[config.mk]
export PLATFORM = sky130hd
export DESIGN_NAME = wwd_top
export DESIGN_NICKNAME = d
export VERILOG_FILES = /design/src/wwd_pkg.sv /design/src/wwd_cnt_if.sv /design/src/wwd_counter.sv /design/src/wwd_top.sv
export VERILOG_INCLUDE_DIRS = /design/src
export SDC_FILE = /design/constraint.sdc
export NUM_CORES = 1
export LEC_CHECK = 0
export BUFFER_PORTS_ARGS = -buffer_cell sky130_fd_sc_hd__buf_4
export CORE_MARGIN = 10
export CORE_UTILIZATION = 30
export DETAILED_ROUTE_END_ITERATION = 16
export SLEW_MARGIN = 5
export SYNTH_ARGS = -nofsm -noshare
export SYNTH_HDL_FRONTEND = slang
export SYNTH_HIERARCHICAL = 1
export SYNTH_SLANG_ARGS = --single-unit
[constraint.sdc]
create_clock -name clk_sys -period 8.6 [get_ports clk_sys]
set_input_delay 1.72 -clock clk_sys [delete_from_list [all_inputs] [get_ports clk_sys]]
set_output_delay 1.72 -clock clk_sys [all_outputs]
set_load 0.03 [all_outputs]
[src/wwd_map.svh]
// register offsets, option byte fields and fixed values of the watchdog
`ifndef WWD_MAP_SVH
`define WWD_MAP_SVH

// apb byte offsets
`define WWD_OFF_SVC      8'h00
`define WWD_OFF_BITOP    8'h04
`define WWD_OFF_STAT     8'h08
`define WWD_OFF_OPT      8'h0c

// option byte field positions
`define WWD_OPT_WIN_HI   6
`define WWD_OPT_WIN_LO   5
`define WWD_OPT_EN       4
`define WWD_OPT_OVF_HI   3
`define WWD_OPT_OVF_LO   1
`define WWD_OPT_LOCK     0

// service key and read-back patterns
`define WWD_KEY          8'hac
`define WWD_RD_ON        8'h9a
`define WWD_RD_OFF       8'h1a

// shortest overflow period is 2**10 slow-clock ticks
`define WWD_BASE_LOG2    10

// data accesses that are never checked
`define WWD_EXA_LO       16'hfb00
`define WWD_EXA_HI       16'hffcf
`define WWD_EXB_LO       16'hffe0
`define WWD_EXB_HI       16'hffff

// reset values
`define WWD_OPT_RST      8'h00
`define WWD_DATA_RST     32'h0000_0000

`endif

[src/wwd_pkg.sv]
// types shared by the watchdog modules
package wwd_pkg;

    typedef logic [16:0] wwd_count_t;

    // counter module state
    typedef struct packed {
        wwd_count_t count;
        logic       overflow;
        logic       window_open;
    } wwd_cnt_s;

    // control and bus state of the top module
    typedef struct packed {
        logic        pready;
        logic        pslverr;
        logic [31:0] prdata;
        logic        rst_req;
        logic [7:0]  opt;
        logic        opt_ld;
        logic        first_done;
        logic        pend;
    } wwd_state_s;

endpackage

[src/wwd_cnt_if.sv]
// link between the watchdog control logic and its counter
`timescale 1ns/1ns
interface wwd_cnt_if;
    logic               clear;
    logic               run;
    logic [2:0]         ovf_sel;
    logic [1:0]         win_sel;
    logic               overflow;
    logic               window_open;
    wwd_pkg::wwd_count_t count;

    modport counter (
        input  clear,
        input  run,
        input  ovf_sel,
        input  win_sel,
        output overflow,
        output window_open,
        output count
    );

    modport ctrl (
        output clear,
        output run,
        output ovf_sel,
        output win_sel,
        input  overflow,
        input  window_open,
        input  count
    );
endinterface

[src/wwd_counter.sv]
// watchdog up-counter with overflow and window decode
`timescale 1ns/1ns
`include "wwd_map.svh"
module wwd_counter #(
    parameter int BASE_LOG2 = `WWD_BASE_LOG2
) (
    input wire logic clk_sys,
    input wire logic reset_n,
    wwd_cnt_if.counter cnt
);

    wwd_pkg::wwd_cnt_s st;
    wwd_pkg::wwd_cnt_s next_st;

    // the largest period must fit the count type
    if (BASE_LOG2 < 2 || BASE_LOG2 + 7 > $bits(wwd_pkg::wwd_count_t)) begin
        $error("wwd_counter: BASE_LOG2 out of range");
    end

    ////////////////////////////////////////////////////////////////////////
    // next count, overflow pulse and window state
    always_comb begin
        wwd_pkg::wwd_count_t quarter;
        wwd_pkg::wwd_count_t last;
        wwd_pkg::wwd_count_t closed;
        closed  = '0;
        quarter = wwd_pkg::wwd_count_t'(1) << (BASE_LOG2 - 2 + cnt.ovf_sel);
        // with BASE_LOG2 at 10 the longest period wraps to all ones, the max count
        last    = (quarter << 2) - wwd_pkg::wwd_count_t'(1);
        unique case (cnt.win_sel)
            2'b00: closed = (quarter << 1) + quarter;
            2'b01: closed = quarter << 1;
            2'b10: closed = quarter;
            2'b11: closed = '0; // no closed window at full open
        endcase
        next_st          = st;
        next_st.overflow = 1'b0;
        // clear beats the roll-over, even on the very last count
        if (cnt.clear) begin
            // restart lands on the clearing edge, so only tick phase skews
            next_st.count = '0;
        end else if (cnt.run) begin
            if (st.count == last) begin
                next_st.count    = '0;
                next_st.overflow = 1'b1;
            end else begin
                next_st.count = st.count + wwd_pkg::wwd_count_t'(1);
            end
        end
        next_st.window_open = (next_st.count >= closed);
    end

    // state register
    always_ff @(posedge clk_sys) begin
        if (!reset_n) begin
            st <= '0;
        end else begin
            st <= next_st;
        end
    end

    assign cnt.count       = st.count;
    assign cnt.overflow    = st.overflow;
    assign cnt.window_open = st.window_open;

endmodule

[src/wwd_top.sv]
// windowed watchdog: apb service port, option byte, access checks, reset
`timescale 1ns/1ns
`include "wwd_map.svh"
module wwd_top #(
    parameter int BASE_LOG2 = `WWD_BASE_LOG2,
    parameter int ADDR_W    = 8
) (
    input  wire logic        clk_sys,
    input  wire logic        reset_n,
    input  wire logic        psel,
    input  wire logic        penable,
    input  wire logic        pwrite,
    input  wire logic [ADDR_W-1:0] paddr,
    input  wire logic [31:0] pwdata,
    output logic      [31:0] prdata,
    output logic             pready,
    output logic             pslverr,
    input  wire logic [7:0]  option_byte,
    input  wire logic        slow_tick,
    input  wire logic        halt_mode,
    input  wire logic        stop_mode,
    input  wire logic        slow_osc_stop_bit,
    input  wire logic        fetch_valid,
    input  wire logic [15:0] fetch_addr,
    input  wire logic        fetch_area_ok,
    input  wire logic        data_valid,
    input  wire logic [15:0] data_addr,
    input  wire logic        data_area_ok,
    output logic             wdt_reset_req,
    output logic             watchdog_reset_flag_set
);

    wwd_pkg::wwd_state_s st;
    wwd_pkg::wwd_state_s next_st;
    wwd_cnt_if           cnt ();

    // offsets are compared on eight bits
    if (ADDR_W < 8) begin
        $error("wwd_top: ADDR_W must be at least 8");
    end

    ////////////////////////////////////////////////////////////////////////
    // decoded option byte and operating conditions
    logic       count_enable_option;
    logic       slow_osc_lock_option;
    logic [2:0] ovf_code;
    logic [1:0] open_code;
    logic       frozen;
    logic       acc;
    logic       done;
    logic [7:0] off;
    logic       wr_svc;
    logic       wr_bitop;
    logic       key_ok;
    logic       svc_clear;
    logic       err_key;
    logic       err_win;
    logic       err_fetch;
    logic       err_data;
    logic       data_exempt;
    logic       err_any;
    logic [7:0] svc_read;

    // the enable field counts only once latched after reset release
    assign count_enable_option  = st.opt_ld & st.opt[`WWD_OPT_EN];
    assign slow_osc_lock_option = st.opt[`WWD_OPT_LOCK];
    assign ovf_code  = st.opt[`WWD_OPT_OVF_HI:`WWD_OPT_OVF_LO];
    assign open_code = st.opt[`WWD_OPT_WIN_HI:`WWD_OPT_WIN_LO];

    // without the lock, halt, stop and the osc stop bit freeze the count
    assign frozen = ~slow_osc_lock_option
        & (halt_mode | stop_mode | slow_osc_stop_bit);

    // apb phases: one wait state, effect on the edge that sees pready
    assign acc  = psel & penable & ~st.pready;
    assign done = psel & penable & st.pready;
    assign off  = paddr[7:0];

    assign wr_svc   = done & pwrite & (off == `WWD_OFF_SVC);
    assign wr_bitop = done & pwrite & (off == `WWD_OFF_BITOP);
    assign key_ok   = (pwdata[7:0] == `WWD_KEY);

    // first key write always clears, later ones only in the open window
    assign svc_clear = wr_svc & key_ok
        & (~st.first_done | cnt.window_open);
    assign err_key = wr_svc & ~key_ok;
    assign err_win = wr_svc & key_ok & st.first_done
        & ~cnt.window_open;

    // memory checks are armed only by the enable option
    assign data_exempt =
        (data_addr >= `WWD_EXA_LO && data_addr <= `WWD_EXA_HI) ||
        (data_addr >= `WWD_EXB_LO && data_addr <= `WWD_EXB_HI);
    assign err_fetch = count_enable_option & fetch_valid
        & ~fetch_area_ok;
    assign err_data  = count_enable_option & data_valid & ~data_area_ok
        & ~data_exempt;

    assign err_any = err_key | err_win | wr_bitop | err_fetch | err_data
        | cnt.overflow;

    assign svc_read = count_enable_option ? `WWD_RD_ON
                                          : `WWD_RD_OFF;

    ////////////////////////////////////////////////////////////////////////
    // counter hookup: ticks only from the slow clock, not the cpu clock
    assign cnt.run = count_enable_option & slow_tick & ~frozen;
    assign cnt.clear   = svc_clear | st.rst_req;
    assign cnt.ovf_sel = ovf_code;
    assign cnt.win_sel = open_code;

    wwd_counter #(
        .BASE_LOG2 (BASE_LOG2)
    ) u_counter (
        .clk_sys (clk_sys),
        .reset_n (reset_n),
        .cnt     (cnt)
    );

    ////////////////////////////////////////////////////////////////////////
    // next state: bus answer, option latch, reset request
    always_comb begin
        next_st         = st;
        next_st.rst_req = 1'b0;
        // option byte is a level captured once after reset release
        if (!st.opt_ld) begin
            next_st.opt    = option_byte;
            next_st.opt_ld = 1'b1;
        end
        // answer on the cycle after the first access cycle
        next_st.pready  = acc;
        next_st.pslverr = 1'b0;
        next_st.prdata  = `WWD_DATA_RST;
        if (acc) begin
            unique case (off)
                `WWD_OFF_SVC:   next_st.prdata = {24'h0, svc_read};
                `WWD_OFF_BITOP: next_st.prdata = `WWD_DATA_RST;
                `WWD_OFF_STAT:  next_st.prdata = {12'h0, cnt.window_open,
                    st.first_done, st.pend, cnt.count};
                `WWD_OFF_OPT:   next_st.prdata = {24'h0, st.opt};
                default:        next_st.pslverr = 1'b1;
            endcase
        end
        if (svc_clear) begin
            next_st.first_done = 1'b1;
        end
        // with the count frozen the reset waits until the freeze ends
        if (err_any | st.pend) begin
            if (frozen) begin
                next_st.pend = 1'b1;
            end else begin
                next_st.rst_req    = 1'b1;
                next_st.pend       = 1'b0;
                next_st.first_done = 1'b0;
            end
        end
    end

    // state register
    always_ff @(posedge clk_sys) begin
        if (!reset_n) begin
            st        <= '0;
            st.opt    <= `WWD_OPT_RST;
        end else begin
            st <= next_st;
        end
    end

    assign prdata                  = st.prdata;
    assign pready                  = st.pready;
    assign pslverr                 = st.pslverr;
    assign wdt_reset_req           = st.rst_req;
    assign watchdog_reset_flag_set = st.rst_req;

    ////////////////////////////////////////////////////////////////////////
    // checks on the design's own behaviour
    AST_OVF_RESET: assert property (
        @(posedge clk_sys) disable iff (!reset_n)
        cnt.overflow |=> wdt_reset_req && watchdog_reset_flag_set)
        else $error("overflow did not raise reset");

    AST_BAD_KEY: assert property (
        @(posedge clk_sys) disable iff (!reset_n)
        wr_svc && pwdata[7:0] != `WWD_KEY && !frozen |=> wdt_reset_req)
        else $error("wrong key did not raise reset");

    AST_BITOP: assert property (
        @(posedge clk_sys) disable iff (!reset_n)
        wr_bitop && !frozen |=> wdt_reset_req)
        else $error("bit write did not raise reset");

    AST_CLOSED_WIN: assert property (
        @(posedge clk_sys) disable iff (!reset_n)
        wr_svc && key_ok && st.first_done && !cnt.window_open && !frozen
        |=> wdt_reset_req)
        else $error("closed window write did not raise reset");

    AST_FIRST_CLEAR: assert property (
        @(posedge clk_sys) disable iff (!reset_n)
        wr_svc && key_ok && !st.first_done && !err_any && !st.pend
        |=> cnt.count == '0 && !wdt_reset_req && st.first_done)
        else $error("first key write did not clear");

    AST_READ_PATTERN: assert property (
        @(posedge clk_sys) disable iff (!reset_n)
        pready && !pwrite && off == `WWD_OFF_SVC
        |-> prdata[7:0] == (st.opt[`WWD_OPT_EN] ? 8'h9a : 8'h1a))
        else $error("service read pattern wrong");

    AST_FREEZE: assert property (
        @(posedge clk_sys) disable iff (!reset_n)
        frozen && !cnt.clear ##1 frozen |-> cnt.count == $past(cnt.count))
        else $error("count moved while frozen");

    AST_PULSE: assert property (
        @(posedge clk_sys) disable iff (!reset_n)
        wdt_reset_req |=> !wdt_reset_req && cnt.count == '0)
        else $error("reset request not a clearing pulse");

    AST_DATA_CHECK: assert property (
        @(posedge clk_sys) disable iff (!reset_n)
        count_enable_option && data_valid && !data_area_ok
        && !data_exempt && !frozen |=> wdt_reset_req)
        else $error("illegal data access missed");

    AST_DISABLED: assert property (
        @(posedge clk_sys) disable iff (!reset_n)
        !count_enable_option && !cnt.clear |=> $stable(cnt.count))
        else $error("counter ran while disabled");

    ////////////////////////////////////////////////////////////////////////
    // fetch, window, counter and pending-reset checks
    AST_FETCH_CHECK: assert property (
        @(posedge clk_sys) disable iff (!reset_n)
        count_enable_option && fetch_valid && !fetch_area_ok && !frozen
        |=> wdt_reset_req)
        else $error("illegal fetch missed");

    AST_OPEN_CLEAR: assert property (
        @(posedge clk_sys) disable iff (!reset_n)
        wr_svc && key_ok && st.first_done && cnt.window_open
        && !err_any && !st.pend
        |=> cnt.count == '0 && !wdt_reset_req)
        else $error("open window key write did not clear");

    AST_WIN_CLOSED: assert property (
        @(posedge clk_sys) disable iff (!reset_n)
        st.opt_ld && open_code != 2'b11 && cnt.clear
        |=> !cnt.window_open)
        else $error("window open right after clear");

    AST_FULL_OPEN: assert property (
        @(posedge clk_sys) disable iff (!reset_n)
        st.opt_ld && open_code == 2'b11
        |=> cnt.window_open)
        else $error("window closed at full open setting");

    AST_CLEAR_WINS: assert property (
        @(posedge clk_sys) disable iff (!reset_n)
        cnt.clear
        |=> cnt.count == '0 && !cnt.overflow)
        else $error("clear lost against roll-over");

    AST_NO_TICK: assert property (
        @(posedge clk_sys) disable iff (!reset_n)
        !slow_tick && !cnt.clear
        |=> $stable(cnt.count))
        else $error("count moved without a slow tick");

    AST_PEND_HOLD: assert property (
        @(posedge clk_sys) disable iff (!reset_n)
        frozen && err_any
        |=> st.pend && !wdt_reset_req)
        else $error("reset not held while frozen");

    AST_PEND_FIRE: assert property (
        @(posedge clk_sys) disable iff (!reset_n)
        st.pend && !frozen
        |=> wdt_reset_req)
        else $error("held reset not raised on resume");

    AST_REQ_FIRST: assert property (
        @(posedge clk_sys) disable iff (!reset_n)
        wdt_reset_req
        |-> !st.first_done)
        else $error("reset left first write marker set");

endmodule

# After elaboration in Yosys (flattened, before gate mapping)
# Index checks and enable logic that the tools add are counted.
dict set report totals {
  regBits 65
  inputBits 93
  output_inout_bits 36
}
dict set report op_classes {
  add_sub_neg 4
  magnitude_cmp 5
  n_eq_ne 8
  n_shift 1
  muxes 13
  n_bitwise 41
  n_reduce_logical 9
}
# cell n
set op_table {}
lappend op_table {{one-hot mux 17 bit (4 select lines)} 1}
lappend op_table {{one-hot mux 20 bit (3 select lines)} 1}
lappend op_table {{two-way mux 17 bit} 2}
lappend op_table {{greater-or-equal comparator 16 bit (second input constant)} 2}
lappend op_table {{<= comparator 16 bit (second input constant)} 2}
lappend op_table {{left shift 1 x 32 -> 17 bit (first input constant)} 1}
lappend op_table {{AND 1 bit} 20}
lappend op_table {{two-way mux 18 bit} 1}
lappend op_table {{adder 17 x 1 -> 17 bit (second input constant)} 1}
lappend op_table {{adder 17 bit} 1}
lappend op_table {{== test 17 bit} 1}
lappend op_table {{greater-or-equal comparator 17 bit} 1}
lappend op_table {{subtractor 17 x 1 -> 17 bit (second input constant)} 1}
lappend op_table {{== test 8 x 4 -> 1 bit (second input constant)} 2}
lappend op_table {{NOT 1 bit} 11}
lappend op_table {{OR 1 bit} 10}
lappend op_table {{== test 8 x 3 -> 1 bit (second input constant)} 1}
lappend op_table {{== test 8 bit (second input constant)} 1}
lappend op_table {{zero test 8 bit} 1}
lappend op_table {{two-way mux 8 bit} 1}
lappend op_table {{two-way mux 1 bit} 6}
lappend op_table {{adder 4 x 3 -> 5 bit (first input constant)} 1}
lappend op_table {{== test 2 bit (second input constant)} 2}
lappend op_table {{AND reduction 2 bit} 2}
lappend op_table {{other kinds (7)} 8}

# Logic depth before layout (Yosys ltp)
dict set report depth {
  ltp_word 14
  depth_mapped 16
  mapped_depth_nobuf 14
}

# By module
# Netlist, hierarchy kept.
# module n_inst cells_each area_per_inst_um2 seq_area_each_um2
set modules_own_cells {}
lappend modules_own_cells {wwd_top 1 168 1572.8 680.7}
lappend modules_own_cells {wwd_counter 1 178 1510.2 380.4}

# Least setup slack after synthesis
# Ideal clock, no wire load.
dict set report synth_timing {
  kind {input to register}
  start {input port stop_mode}
  end {register u_counter.st (netlist bit u_counter/cnt.window_open)}
  setup_time_ps 74
  t_arrival_ps 4428
  slack_ps 4097
  stages 16
  n_path_buf 2
  path_cell_list {nor3_1 -> or2_2 -> and3_1 -> buf_4 -> nand4_1 -> nor3_2 -> o21ai_1 -> nor4_4 -> buf_6 -> nor3_1 -> ha_1 -> o21ai_0 -> a2111o_1 -> o211ai_1 -> a21oi_1 -> o21ai_0}
}
# item line_no
set synth_rtl {}
lappend synth_rtl {{start, declared} wwd_top.sv:21} ;# input wire logic stop_mode,
lappend synth_rtl {{end signal, assigned} wwd_counter.sv:58} ;# st <= next_st;
lappend synth_rtl {{end, declared} wwd_counter.sv:12} ;# wwd_pkg::wwd_cnt_s st;

==> impl_metrics.env <==
export IMPL_io_buffers=72
export IMPL_grtUsageTotal=0.1030
export IMPL_syn_avg_cell_area_um2=8.910
export IMPL_ant_nets=0
export IMPL_nets=491
export IMPL_clock_skew_ps=10.05
export IMPL_grt_pass1_vias=2489
export IMPL_clk_path_buf_depth=2
export IMPL_synth_cell_types=62
export IMPL_hold_buffers=0
export IMPL_endpoint_kind="flip-flop"
export IMPL_die_area_um2=14730
export IMPL_synth_edf_count=0
export IMPL_clk_pin_slew_ps=100
export IMPL_filler_cell_count=1041
export IMPL_syn_area_um2=3083
export IMPL_die_w_um=121.4
export IMPL_fp_coreArea_um2=9910
export IMPL_drt_iter0_drc=119
export IMPL_insertion_delay_ps=310
export IMPL_worst_slew_pin_slew_ps=835.9
export IMPL_vias_per_cell=4.735
export IMPL_maxCapViolCount=0
export IMPL_critPathArrivalTime_ps=5140
export IMPL_placed_area_um2=3476
export IMPL_min_delay_path_depth=2
export IMPL_holdPathEnd="prdata[19]"
export IMPL_antenna_found_initial=0
export IMPL_status="finished clean"
export IMPL_slew_violations=0
export IMPL_setup_tns_ps=0
export IMPL_drt_wl_total_um=7734
export IMPL_ys_top_cells_by_area="dfxtp_1 34%, buf_4 8.5%, ha_1 4.9%"
export IMPL_hpwl_um=6099
export IMPL_p_per_area_nw_per_um2=132.2
export IMPL_reg2regPathDepth=14
export IMPL_layout_drive_gt1_share=0.2610
export IMPL_synth_top_cell_by_area="dfxtp_1"
export IMPL_post_cts_buffers=0
export IMPL_grt_first_pass_wirelength_um=12520
export IMPL_setup_viol=0
export IMPL_ioPinCount=129
export IMPL_antenna_cells=0
export IMPL_r2r_slack_ps=4580
export IMPL_synth_top_area_share=0.3442
export IMPL_slew_headroom=0.4427
export IMPL_power_leakage_nw=1.492
export IMPL_rsz0062_at_grt="false"
export IMPL_hold_viol=0
export IMPL_gp_congestion=0.7866
export IMPL_hp_start="u_counter/cnt.window_open"
export IMPL_final_util=0.3614
export IMPL_dr_pass1_iters=4
export IMPL_start_kind="input port"
export IMPL_critical_path_class="input port to flip-flop"
export IMPL_ys_async_sr_fraction=0
export IMPL_vdd_drop_max_uv=58.90
export IMPL_vias=2462
export IMPL_numCtsBuffers=5
export IMPL_power_w=0.0004733
export IMPL_cts_resized_gates=0
export IMPL_min_period_ps=4899
export IMPL_grt_remaining_overflow=0
export IMPL_cts_max_level=2
export IMPL_timing_rr_end="u_counter/cnt.window_open"
export IMPL_initial_core_util=0.3111
export IMPL_synth_ff_type="dfxtp_1"
export IMPL_fmax_mhz=204.1
export IMPL_min_period_over_period=0.5697
export IMPL_cts_tree="done"
export IMPL_drc_errors=0
export IMPL_cp_required_ps=8840
export IMPL_synth_seq_area_share=0.3442
export IMPL_cts_root_buf="clkbuf_8"
export IMPL_area_delta_synth_final_pct=16.15
export IMPL_grt_max_degree=23
export IMPL_yosys_top_cells_count="53 x dfxtp_1, 35 x buf_4, 28 x nor2_1, 21 x nor3_1"
export IMPL_reg2reg_from="st[2]"
export IMPL_floorplan_rows=36
export IMPL_cp_max_fo=22
export IMPL_clock_sinks=53
export IMPL_fp_dieH_um=121.4
export IMPL_ys_ff_latch=53
export IMPL_design_area_um2=3581
export IMPL_hp_class="flip-flop to flip-flop"
export IMPL_routedWlPerCell_um=14.87
export IMPL_netlist_instances=346
export IMPL_synth_most_common_cell="dfxtp_1"
export IMPL_ys_warn_count=6
[layer usage]
metal / vias up / track usage / wire length, µm
li1: 1240 / - / -
met1: 1156 / 0.1319 / 3577
met2: 62 / 0.1685 / 3615
met3: 4 / 0.02885 / 505
met4: 0 / 0.02012 / 36
met5: - / 0 / 0
[registers in the layout (all words and copies together) (netlist names)]
name	count
cnt.ovf_sel	3
slow_osc_lock_option	1
pslverr	1
u_counter/cnt.overflow	1
st	5
cnt.win_sel	2
prdata	20
pready	1
watchdog_reset_flag_set	1
u_counter/cnt.window_open	1
u_counter/cnt.count	17
[cells by family (layout without fill, tap and decap cells)]
group / Yosys count / count (layout) / share of synthesized area
simple gates: 140 / 140 / 0.2715
buf+inv: 63 / 93 / 0.1323
flops: 53 / 53 / 0.3442
compound gates: 43 / 43 / 0.09984
xor+xnor: 20 / 20 / 0.05682
mux: 14 / 14 / 0.04545
fa+ha+maj: 12 / 12 / 0.04870
other cells: 1 / 12 / 0.001216
[stage by stage]
stage               setup slack (ps)  hold WS (ps)  instances
floorplan                       4097         420.2        357
global placement                3374         436.3        512
detailed placement              3360         434.7        512
CTS                             3676         449.2        520
global route                    3425         466.2        520
finish                          3701         447.7        520
[power by group]
part	switching, W	internal (W)	total [W]
sequential	0.00000735	0.000249	0.000256
combinational	0.0000317	0.0000291	0.0000608
clock	0.0000821	0.0000745	0.000157
[worst max path at each step]
| stage | start | end | slack, ps |
|---|---|---|---|
| global placement | stop_mode | u_counter/cnt.window_open | 3370 |
| finish | stop_mode | u_counter/cnt.window_open | 3700 |
| global route | stop_mode | u_counter/cnt.window_open | 3430 |
| CTS | stop_mode | u_counter/cnt.window_open | 3680 |
| floorplan | stop_mode | u_counter/cnt.window_open | 4100 |
| detailed placement | stop_mode | u_counter/cnt.window_open | 3360 |
[worst max-delay path, stage by stage]
cell and delay [ps]:
buf_4 110, nor3_1 160, or2_2 210, and3_1 330, nand4_1 230, nor3_2 490, o21ai_1 190, nor4_4 160
buf_4 330, nor3_1 90, ha_1 300, o21ai_0 80, a2111o_1 410, o211ai_1 90, a21oi_1 100, o21ai_0 140
[cells in the final DEF (no fill, tap or decap), drive strengths merged, types with 13 or more instances in the layout]
cell type / Yosys / final
a21oi: 13 / 13
mux2i: 14 / 14
dfxtp: 53 / 53
and2: 14 / 14
nor2: 29 / 29
buf: 42 / 73
nand2: 14 / 14
nor3: 31 / 31
[layout make-up]
class                      instances  area (µm²)  share of cell area
inverter                          12       45.04             0.01258
multi-input combinational        241        1655              0.4623
clock buffer                       7       96.34             0.02690
sequential                        53        1061              0.2963
tap                              133       166.4             0.04647
timing repair buffer              73       548.0              0.1530
clock inverter                     1       8.758            0.002446
(Power assumes the default switching activity.)
